## src/pkg/dacc_pkg.sv

```systemverilog
// Constants for the converter control register block
// =====================================================================
// What this block does
// - Control bit 4 set routes output to alternate pin, clear to default.
// - Bit 3 set: low byte drives 8 MSBs, 4 LSBs zero; else 12-bit.
// - Control bit 2 picks range: set supply span, clear reference span.
// - While control bit 1 is zero both data registers held at zero.
// - Bit 0 one enables converter; zero powers down, output high-impedance.
// - Low data at FBH, high data at FCH, both reset to 00H.
// - After reset converter stays disabled and high-impedance until enabled.
// - In 12-bit mode the code applies when low byte is written.
// - In 12-bit mode code right-justified: low byte bits 7:0, high nibble bits 11:8.
package dacc_pkg;

    // =================================================================
    // Widths
    localparam int SFR_AW  = 8;
    localparam int SFR_DW  = 8;
    localparam int CODE_W  = 12;
    localparam int NIB_W   = 4;

    // =================================================================
    // Addresses
    localparam logic [SFR_AW-1:0] ADDR_CODE_LOW  = 8'hfb;
    localparam logic [SFR_AW-1:0] ADDR_CODE_HIGH = 8'hfc;
    localparam logic [SFR_AW-1:0] ADDR_CONTROL   = 8'hf9;

    // =================================================================
    // Control field positions
    localparam int BIT_PIN_SELECT  = 4;
    localparam int BIT_NARROW_MODE = 3;
    localparam int BIT_RANGE       = 2;
    localparam int BIT_CLEAR_N     = 1;
    localparam int BIT_ENABLE      = 0;

    // Implemented control bits; the rest read zero
    localparam logic [SFR_DW-1:0] CONTROL_MASK = 8'h1f;

    // =================================================================
    // Reset values
    localparam logic [SFR_DW-1:0] RST_CODE_LOW  = 8'h00;
    localparam logic [SFR_DW-1:0] RST_CODE_HIGH = 8'h00;
    localparam logic [SFR_DW-1:0] RST_CONTROL   = 8'h00;
    localparam logic [SFR_DW-1:0] READ_UNMAPPED = 8'h00;
    localparam logic [CODE_W-1:0] RST_CODE      = 12'h000;

endpackage

```

## src/hdl/dacc_code_form.sv

```systemverilog
// Forms the converter code from the data bytes and width mode
`timescale 1ns/1ps
module dacc_code_form (
    // Mode and data
    input  wire logic                        i_narrow_mode,
    input  wire logic [dacc_pkg::SFR_DW-1:0] i_low,
    input  wire logic [dacc_pkg::NIB_W-1:0]  i_high_nib,
    // Code
    output logic      [dacc_pkg::CODE_W-1:0] o_code
);
    import dacc_pkg::*;

    wire logic [CODE_W-1:0] wide_code;
    wire logic [CODE_W-1:0] narrow_code;

    assign wide_code   = {i_high_nib, i_low};
    assign narrow_code = {i_low, {NIB_W{1'b0}}};
    assign o_code      = i_narrow_mode ? narrow_code : wide_code;

endmodule // dacc_code_form

```

## src/hdl/dacc_control.sv

```systemverilog
// Converter control and data registers on the special function bus
`timescale 1ns/1ps
module dacc_control (
    // Clock and reset
    input  wire logic                        i_core_clk,
    input  wire logic                        i_reset_n,
    // Special function register bus
    input  wire logic [dacc_pkg::SFR_AW-1:0] i_sfr_addr,
    input  wire logic                        i_sfr_wr,
    input  wire logic [dacc_pkg::SFR_DW-1:0] i_sfr_wdata,
    input  wire logic                        i_sfr_rd,
    output logic      [dacc_pkg::SFR_DW-1:0] o_sfr_rdata,
    // Converter
    output logic      [dacc_pkg::CODE_W-1:0] o_converter_code,
    output logic                             o_converter_enable,
    output logic                             o_output_range_select,
    output logic                             o_output_pin_select,
    output logic                             o_pin_default_oe,
    output logic                             o_pin_alt_oe
);
    import dacc_pkg::*;

    // =================================================================
    // Helpers

    // Register select for one special function address
    function automatic logic addr_match(
        input logic [SFR_AW-1:0] addr,
        input logic [SFR_AW-1:0] target
    );
        return addr == target;
    endfunction

    // Converter powered and routed to the default pin
    function automatic logic drive_default(
        input logic [SFR_DW-1:0] control
    );
        return control[BIT_ENABLE] && !control[BIT_PIN_SELECT];
    endfunction

    // Converter powered and routed to the alternate pin
    function automatic logic drive_alt(
        input logic [SFR_DW-1:0] control
    );
        return control[BIT_ENABLE] && control[BIT_PIN_SELECT];
    endfunction

    // =================================================================
    // Registers
    logic [SFR_DW-1:0] converter_control;
    logic [SFR_DW-1:0] converter_code_low;
    logic [SFR_DW-1:0] converter_code_high;

    // =================================================================
    // Decode
    wire logic wr_low;
    wire logic wr_high;
    wire logic wr_ctrl;
    wire logic hit_low;
    wire logic hit_high;
    wire logic hit_ctrl;

    assign hit_low  = addr_match(i_sfr_addr, ADDR_CODE_LOW);
    assign hit_high = addr_match(i_sfr_addr, ADDR_CODE_HIGH);
    assign hit_ctrl = addr_match(i_sfr_addr, ADDR_CONTROL);
    assign wr_low   = i_sfr_wr && hit_low;
    assign wr_high  = i_sfr_wr && hit_high;
    assign wr_ctrl  = i_sfr_wr && hit_ctrl;

    // =================================================================
    // Control values in effect next cycle
    wire logic [SFR_DW-1:0] next_control;
    wire logic              next_clear_n;
    wire logic              next_narrow;
    wire logic              next_enable;
    wire logic              next_pin_alt;

    assign next_control = wr_ctrl ? (i_sfr_wdata & CONTROL_MASK)
                                  : converter_control;
    assign next_clear_n = next_control[BIT_CLEAR_N];
    assign next_narrow  = next_control[BIT_NARROW_MODE];
    assign next_enable  = next_control[BIT_ENABLE];
    assign next_pin_alt = next_control[BIT_PIN_SELECT];

    // =================================================================
    // Data registers
    wire logic [SFR_DW-1:0] next_code_low;
    wire logic [SFR_DW-1:0] next_code_high;

    // Held at zero while clear is active, writes dropped
    assign next_code_low  = !next_clear_n ? RST_CODE_LOW
                          : wr_low ? i_sfr_wdata
                          : converter_code_low;
    assign next_code_high = !next_clear_n ? RST_CODE_HIGH
                          : wr_high ? i_sfr_wdata
                          : converter_code_high;

    // =================================================================
    // Code presented to the converter
    wire logic [CODE_W-1:0] formed_code;
    wire logic              code_load;
    wire logic [CODE_W-1:0] next_code;

    dacc_code_form u_code_form (
        .i_narrow_mode (next_narrow),
        .i_low         (next_code_low),
        .i_high_nib    (next_code_high[NIB_W-1:0]),
        .o_code        (formed_code)
    );

    // High byte alone only stages; low byte or control write applies
    assign code_load = wr_low || wr_ctrl;
    assign next_code = !next_clear_n ? RST_CODE :
                       code_load ? formed_code : o_converter_code;

    // =================================================================
    // Read path
    wire logic [SFR_DW-1:0] read_mux;

    assign read_mux = hit_low  ? converter_code_low  :
                      hit_high ? converter_code_high :
                      hit_ctrl ? converter_control   : READ_UNMAPPED;

    // =================================================================
    // Output values in effect next cycle
    wire logic              next_range;
    wire logic              next_default_oe;
    wire logic              next_alt_oe;
    wire logic [SFR_DW-1:0] next_rdata;

    assign next_range      = next_control[BIT_RANGE];
    // Pin floats unless enabled
    assign next_default_oe = drive_default(next_control);
    assign next_alt_oe     = drive_alt(next_control);
    // Read data holds between reads
    assign next_rdata      = i_sfr_rd ? read_mux : o_sfr_rdata;

    // =================================================================
    // Control register
    always_ff @(posedge i_core_clk) begin
        if (!i_reset_n) begin
            converter_control <= RST_CONTROL;
        end else begin
            converter_control <= next_control;
        end
    end

    // =================================================================
    // Data registers
    always_ff @(posedge i_core_clk) begin
        if (!i_reset_n) begin
            converter_code_low <= RST_CODE_LOW;
        end else begin
            converter_code_low <= next_code_low;
        end
    end

    always_ff @(posedge i_core_clk) begin
        if (!i_reset_n) begin
            converter_code_high <= RST_CODE_HIGH;
        end else begin
            converter_code_high <= next_code_high;
        end
    end

    // =================================================================
    // Converter code
    always_ff @(posedge i_core_clk) begin
        if (!i_reset_n) begin
            o_converter_code <= RST_CODE;
        end else begin
            o_converter_code <= next_code;
        end
    end

    // =================================================================
    // Converter enable
    always_ff @(posedge i_core_clk) begin
        if (!i_reset_n) begin
            o_converter_enable <= RST_CONTROL[BIT_ENABLE];
        end else begin
            o_converter_enable <= next_enable;
        end
    end

    // =================================================================
    // Output range
    always_ff @(posedge i_core_clk) begin
        if (!i_reset_n) begin
            o_output_range_select <= RST_CONTROL[BIT_RANGE];
        end else begin
            o_output_range_select <= next_range;
        end
    end

    // =================================================================
    // Output pin select
    always_ff @(posedge i_core_clk) begin
        if (!i_reset_n) begin
            o_output_pin_select <= RST_CONTROL[BIT_PIN_SELECT];
        end else begin
            o_output_pin_select <= next_pin_alt;
        end
    end

    // =================================================================
    // Pin drive enables
    always_ff @(posedge i_core_clk) begin
        if (!i_reset_n) begin
            o_pin_default_oe <= drive_default(RST_CONTROL);
            o_pin_alt_oe     <= drive_alt(RST_CONTROL);
        end else begin
            o_pin_default_oe <= next_default_oe;
            o_pin_alt_oe     <= next_alt_oe;
        end
    end

    // =================================================================
    // Read data
    always_ff @(posedge i_core_clk) begin
        if (!i_reset_n) begin
            o_sfr_rdata <= READ_UNMAPPED;
        end else begin
            o_sfr_rdata <= next_rdata;
        end
    end

endmodule // dacc_control

```

## config.mk

```make
export PLATFORM = sky130hd
export DESIGN_NAME = dacc_control
export DESIGN_NICKNAME = d
export VERILOG_FILES = /design/src/pkg/dacc_pkg.sv /design/src/hdl/dacc_code_form.sv /design/src/hdl/dacc_control.sv
export SDC_FILE = /design/constraint.sdc
export NUM_CORES = 1
export LEC_CHECK = 0
export BUFFER_PORTS_ARGS = -buffer_cell sky130_fd_sc_hd__buf_2
export CORE_ASPECT_RATIO = 0.9
export CORE_MARGIN = 2
export CORE_UTILIZATION = 57
export DETAILED_ROUTE_END_ITERATION = 16
export GPL_ROUTABILITY_DRIVEN = 0
export PLACE_DENSITY_LB_ADDON = 0.05
export SETUP_SLACK_MARGIN = 0.15
export SKIP_LAST_GASP = 1
export SLEW_MARGIN = 20
export SYNTH_ARGS = -nofsm -noshare
export SYNTH_HDL_FRONTEND = slang
export SYNTH_SLANG_ARGS = --single-unit
export TNS_END_PERCENT = 30
```

## constraint.sdc

```tcl
create_clock -name i_core_clk -period 3.05 [get_ports i_core_clk]
set_clock_uncertainty 0.05 [all_clocks]
set_input_delay 0.61 -clock i_core_clk [delete_from_list [all_inputs] [get_ports i_core_clk]]
set_output_delay 0.61 -clock i_core_clk [all_outputs]
set_load 0.02 [all_outputs]
```

==> flow_metrics.env, run 1 <==
export IMPL_most_common_layout_cells="buf_2 (44), dfxtp_1 (43), nor2_1 (21)"
export IMPL_rows=20
export IMPL_hold_path_class="flip-flop to flip-flop"
export IMPL_via_per_inst=5.82
export IMPL_drtAntennaViolNets=0
export IMPL_power_leakage_nw=0.983
export IMPL_cts_resized=0
export IMPL_start_kind="primary input"
export IMPL_portBuffers=44
export IMPL_crit_required_ns=3.19
export IMPL_clockBufferDepth=2
export IMPL_r2r_start="converter_control[1]$_SDFF_PN0_"
export IMPL_synth_fp_nets=222
export IMPL_end_kind="flip-flop"
export IMPL_gr_total_overflow=0
export IMPL_synth_top_family_by_area="simple AND/OR/NAND/NOR gates"
export IMPL_drt_iter0_markers=86
export IMPL_area_growth_pct=18.4
export IMPL_powerDensity_nw_per_um2=438
export IMPL_synth_distinct_cells=40
export IMPL_h_tree_depth=2
export IMPL_fmax_mhz=484
export IMPL_crit_arrival_ns=2.21
export IMPL_grt_usage=0.266
export IMPL_ios=45
export IMPL_core_area_um2=3330
export IMPL_max_slew_worst_pin_slew_ns=0.402
export IMPL_clk_pin_slew_ns=0.08
export IMPL_grt_start_max_net_pins=18
export IMPL_synth_compound_area_frac=0.186
export IMPL_drive_gt1_frac=0.277
export IMPL_async_flop_share=0
export IMPL_crit_start="i_sfr_addr[6]"
export IMPL_clockRootBuffer="clkbuf_8"
export IMPL_grt_pass1_wl_um=7600
export IMPL_setup_violations=0
export IMPL_die_x_um=65.5
export IMPL_grt_setup_unrepaired="false"
export IMPL_routed_wirelength_um=4830
export IMPL_max_cap_viol_count=0
export IMPL_fin_util=0.691
export IMPL_synthSimpleGateAreaFrac=0.211
export IMPL_synth_edf_count=0
export IMPL_die_height_um=59.4
export IMPL_die_area_um2=3890
export IMPL_synth_ff_type="dfxtp_1"
export IMPL_clk_insertion_delay_late_ns=0.30
export IMPL_synth_xor_area_frac=0
export IMPL_ys_warn_count=0
export IMPL_drc_errors=0
export IMPL_max_slew_margin=0.731
export IMPL_final_hold_viol_count=0
export IMPL_initial_core_util=0.584
export IMPL_cts_setup_buffers=0
export IMPL_synth_avg_cell_area_um2=9.62
export IMPL_hold_start="o_converter_code[7]$_SDFFE_PN0P_"
export IMPL_ys_ff_latch=43
export IMPL_vdd_ir_drop_worst_uv=309
export IMPL_first_pass_iters=4
export IMPL_dp_hpwl_um=3590
export IMPL_critical_path_peak_fanout=9
export IMPL_synth_seq_area_share=0.443
export IMPL_synthAdderAreaFrac=0
export IMPL_cts_sinks=43
export IMPL_diodes=0
export IMPL_synth_mux_area_frac=0.134
export IMPL_post_drt_wl_per_cell_um=16.5
export IMPL_outcome="finished, final reports clean"
export IMPL_final_common_cell="buf_2"
export IMPL_fin_crit_ns=2.07
export IMPL_synthCells=202
export IMPL_final_period_utilization=0.678
export IMPL_num_nets_final=268
export IMPL_antenna_found_initial=0
export IMPL_cts_buffers=5
export IMPL_vias=1706
export IMPL_ctsHoldBuffers=0
export IMPL_final_max_slew_viol_count=0
export IMPL_fillers=283
export IMPL_critPathKind="primary input to flip-flop"
export IMPL_grt_pass1_vias=1561
export IMPL_synth_cell_area_um2=1940
export IMPL_tritoncts="done"
export IMPL_final_setup_tns_ns=0
## layout make-up
class / instances / area (µm²) / area share
multi-input combinational: 147 / 1030 / 0.448
sequential: 43 / 861 / 0.374
timing repair buffer: 45 / 228 / 0.0990
clock buffer: 7 / 96.3 / 0.0419
tap: 44 / 55.1 / 0.0239
inverter: 6 / 22.5 / 0.00979
clock inverter: 1 / 7.51 / 0.00326
## logic make-up after synthesis
family	count (synthesis)
compound gates	50
flops	43
buf+inv	12
simple gates	74
mux	23
## routing by layer
metal	up-vias	track usage	routed length, µm
met5	-	0	0
met4	0	0.104	92
met3	11	0.0798	264
met2	49	0.404	2170
met1	817	0.357	2310
li1	829	-	-
## worst max-delay path, stage by stage
cell and delay, ns:
buf_2 0.07, and4_1 0.44, nand4_2 0.38, mux2_2 0.41, a211oi_1 0.22, nor3_1 0.06
## stage by stage
step                hold slack [ns]  setup slack (ns)  area, µm²  total power [mW]  instances
floorplan                     0.414              1.11       1940             0.595        202
global placement              0.409             0.734       2200             0.621        285
detailed placement            0.415             0.673       2200             0.622        285
CTS                           0.427             0.996       2300              1.01        293
global route                  0.442             0.893       2300              1.05        293
finish                        0.425             0.982       2300              1.01        293
## sequential cells by signal, indices dropped and copies added, names as in the netlist
signal	flops
converter_control	5
converter_code_low	8
converter_code_high	8
o_pin_alt_oe	1
o_pin_default_oe	1
o_sfr_rdata	8
o_converter_code	12
## worst paths after layout
| path | depth (start not counted) | slack (ns) | to |
|---|---|---|---|
| max | 6 | 0.98 | o_converter_code[4]$_SDFFE_PN0P_ |
| min | 2 | 0.43 | o_converter_code[7]$_SDFFE_PN0P_ |
| max reg2reg | 6 | 1.55 | o_converter_code[7]$_SDFFE_PN0P_ |
| min reg2reg | 2 | 0.43 | o_converter_code[7]$_SDFFE_PN0P_ |
## cells in the mapped netlist, types with 2 or more instances
library cell	instances	share of area
dfxtp_1	43	0.44
nor2_1	21	0.041
nand2_1	19	0.037
mux2i_1	14	0.072
and2_1	13	0.042
a22oi_1	12	0.046
a21oi_1	7	0.018
mux2_2	6	0.035
a22o_1	5	0.023
o2bb2ai_1	5	0.023
a2bb2oi_1	4	0.018
inv_1	4	0.0077
nand3_1	4	0.010
o21ai_0	4	0.010
o22ai_1	4	0.013
a211oi_1	3	0.012
clkbuf_1	3	0.0058
nand3b_1	3	0.012
nor2b_1	3	0.0097
o211ai_1	3	0.012
buf_2	2	0.0052
mux2_4	2	0.015
## power by group
group | switching (mW) | leakage [nW] | internal [mW] | total, mW
clock network | 0.192 | 0.0505 | 0.206 | 0.398
registers | 0.0000930 | 0.346 | 0.561 | 0.561
logic | 0.0315 | 0.586 | 0.0172 | 0.0487
No activity file was read; power rests on OpenSTA's default activity.
==> run 2: changes to the inputs <==
--- a/config.mk
+++ b/config.mk
@@ -8,7 +8,7 @@
 export BUFFER_PORTS_ARGS = -buffer_cell sky130_fd_sc_hd__buf_2
 export CORE_ASPECT_RATIO = 0.9
 export CORE_MARGIN = 2
-export CORE_UTILIZATION = 57
+export CORE_UTILIZATION = 48
 export DETAILED_ROUTE_END_ITERATION = 16
 export GPL_ROUTABILITY_DRIVEN = 0
 export PLACE_DENSITY_LB_ADDON = 0.05
==> constraint.sdc (replaced) <==
create_clock -name i_core_clk -period 1.7 [get_ports i_core_clk]
set_clock_uncertainty 0.05 [all_clocks]
set_input_delay 0.34 -clock i_core_clk [delete_from_list [all_inputs] [get_ports i_core_clk]]
set_output_delay 0.34 -clock i_core_clk [all_outputs]
set_load 0.02 [all_outputs]
==> flow_metrics.env, run 2 (synthesis gave the netlist of run 1 again) <==
export IMPL_outcome="finished, final reports clean"
export IMPL_grt_pass1_vias=1668
export IMPL_max_cap_viol_count=0
export IMPL_gr_total_overflow=0
export IMPL_setup_violations=0
export IMPL_grt_pass1_wl_um=8160
export IMPL_antenna_found_initial=0
export IMPL_clk_insertion_delay_late_ns=0.30
export IMPL_fin_crit_ns=1.50
export IMPL_final_common_cell="buf_2"
export IMPL_die_area_um2=4570
export IMPL_r2r_slack_ns=0.28
export IMPL_dp_hpwl_um=3650
export IMPL_slowest_stage="mux2i_4"
export IMPL_r2r_start="converter_control[1]$_SDFF_PN0_"
export IMPL_area_growth_pct=28.1
export IMPL_top_register="o_converter_code"
export IMPL_vdd_ir_drop_worst_uv=463
export IMPL_critical_path_peak_fanout=9
export IMPL_cts_sinks=43
export IMPL_most_common_layout_cells="buf_2 (44), dfxtp_1 (43), nor2_1 (21)"
export IMPL_crit_required_ns=1.88
export IMPL_routed_wirelength_um=4990
export IMPL_critPathKind="primary input to flip-flop"
export IMPL_crit_arrival_ns=1.68
export IMPL_final_period_utilization=0.885
export IMPL_end_kind="flip-flop"
export IMPL_fmax_mhz=665
export IMPL_regArea_um2=861
export IMPL_power_leakage_nw=1.07
export IMPL_diodes=0
export IMPL_timing_final_ws_setup_ns=0.196
export IMPL_start_kind="primary input"
export IMPL_die_height_um=64.4
export IMPL_grt_usage=0.236
export IMPL_multiInputGateArea_um2=1050
export IMPL_initial_core_util=0.510
export IMPL_num_nets_final=286
export IMPL_max_slew_margin=0.746
export IMPL_fillers=334
export IMPL_holdWs_ns=0.258
export IMPL_clockRootBuffer="clkbuf_8"
export IMPL_cts_buffers=5
export IMPL_cp_cell_sequence="buf_2, and4_1, buf_12, nand3_4, mux2i_4, mux2_4, o22ai_1"
export IMPL_drive_gt1_frac=0.323
export IMPL_powerDensity_nw_per_um2=756
export IMPL_tritoncts="done"
export IMPL_drt_iter0_markers=86
export IMPL_h_tree_depth=2
export IMPL_via_per_inst=5.56
export IMPL_max_slew_worst_pin_slew_ns=0.381
export IMPL_drc_errors=0
export IMPL_vias=1734
export IMPL_clk_pin_slew_ns=0.08
export IMPL_largest_register_ffs=12
export IMPL_hold_start="i_reset_n"
export IMPL_final_hold_viol_count=0
export IMPL_hold_path_class="primary input to flip-flop"
export IMPL_rows=21
export IMPL_first_pass_iters=4
export IMPL_ios=45
export IMPL_final_max_slew_viol_count=0
export IMPL_core_area_um2=3810
export IMPL_drtAntennaViolNets=0
export IMPL_grt_start_max_net_pins=20
export IMPL_crit_start="i_sfr_addr[6]"
export IMPL_ctsHoldBuffers=0
export IMPL_clockBufferDepth=2
export IMPL_post_drt_wl_per_cell_um=16.0
export IMPL_slowest_delay_ns=0.38
export IMPL_portBuffers=44
export IMPL_grt_setup_unrepaired="false"
export IMPL_die_x_um=71.1
export IMPL_post_place_ws_ns=-0.110
run 2: changes by cell type in the layout (fill, tap and decap cells not counted):
cell        change
clkbuf_8        -2
o22ai_2         +1
clkinvlp_4      -1
o22ai_1         -1
bufinv_16       +1
nand4_2         -1
nand4_4         +1
clkbuf_1        +1
buf_12          +3
buf_4          +15
run 2: timing repair:
action | in CTS | in global routing
gates resized for setup | 0 | 1
buffers inserted | 0 | 1
setup endpoints to repair | 0 | 2
run 2: worst paths after layout:
path                                        to  cells after the start
max           o_converter_code[9]$_SDFFE_PN0P_                      7
min                o_sfr_rdata[2]$_SDFFE_PN0P_                      2
max reg2reg   o_converter_code[9]$_SDFFE_PN0P_                      6
min reg2reg  o_converter_code[11]$_SDFFE_PN0P_                      2
run 2: final cells by class:
type | instances | area share
clock inverters | 1 | 0.0121
flip-flops and latches | 43 | 0.346
well taps | 46 | 0.0231
multi-input cells | 147 | 0.420
clock buffers | 6 | 0.0291
repair buffers | 63 | 0.161
inverters | 6 | 0.00905
run 2: critical path: cells and delay by family:
kind	cells	cell delay, ns
mux	2	0.71
simple gates	2	0.28
buf+inv	2	0.23
compound gates	1	0.10
run 2: through the flow:
step	total power [mW]	instance area [µm²]	setup TNS (ns)	cells	utilization
3_5_place_dp	1.14	2370	-0.791	304	0.623
5_1_grt	1.95	2490	0	312	0.654
2_1_floorplan	1.07	1960	0	202	-
3_3_place_gp	1.14	2370	-0.506	304	0.623
6_report	1.88	2490	0	312	0.654
4_1_cts	1.89	2480	0	311	0.650
run 2: where the power goes:
part,internal [mW],switching (mW)
logic,0.0456,0.0624
registers,1.01,0.000173
clock network,0.431,0.338
total,1.48,0.401
run 2: metal layers:
metal  global-route usage  up-vias  routed length (µm)
li1                     -      869                   -
met1                0.313      802                2340
met2                0.364       57                2310
met3               0.0678        6                 275
met4               0.0849        0                  67
met5                    0        -                   0
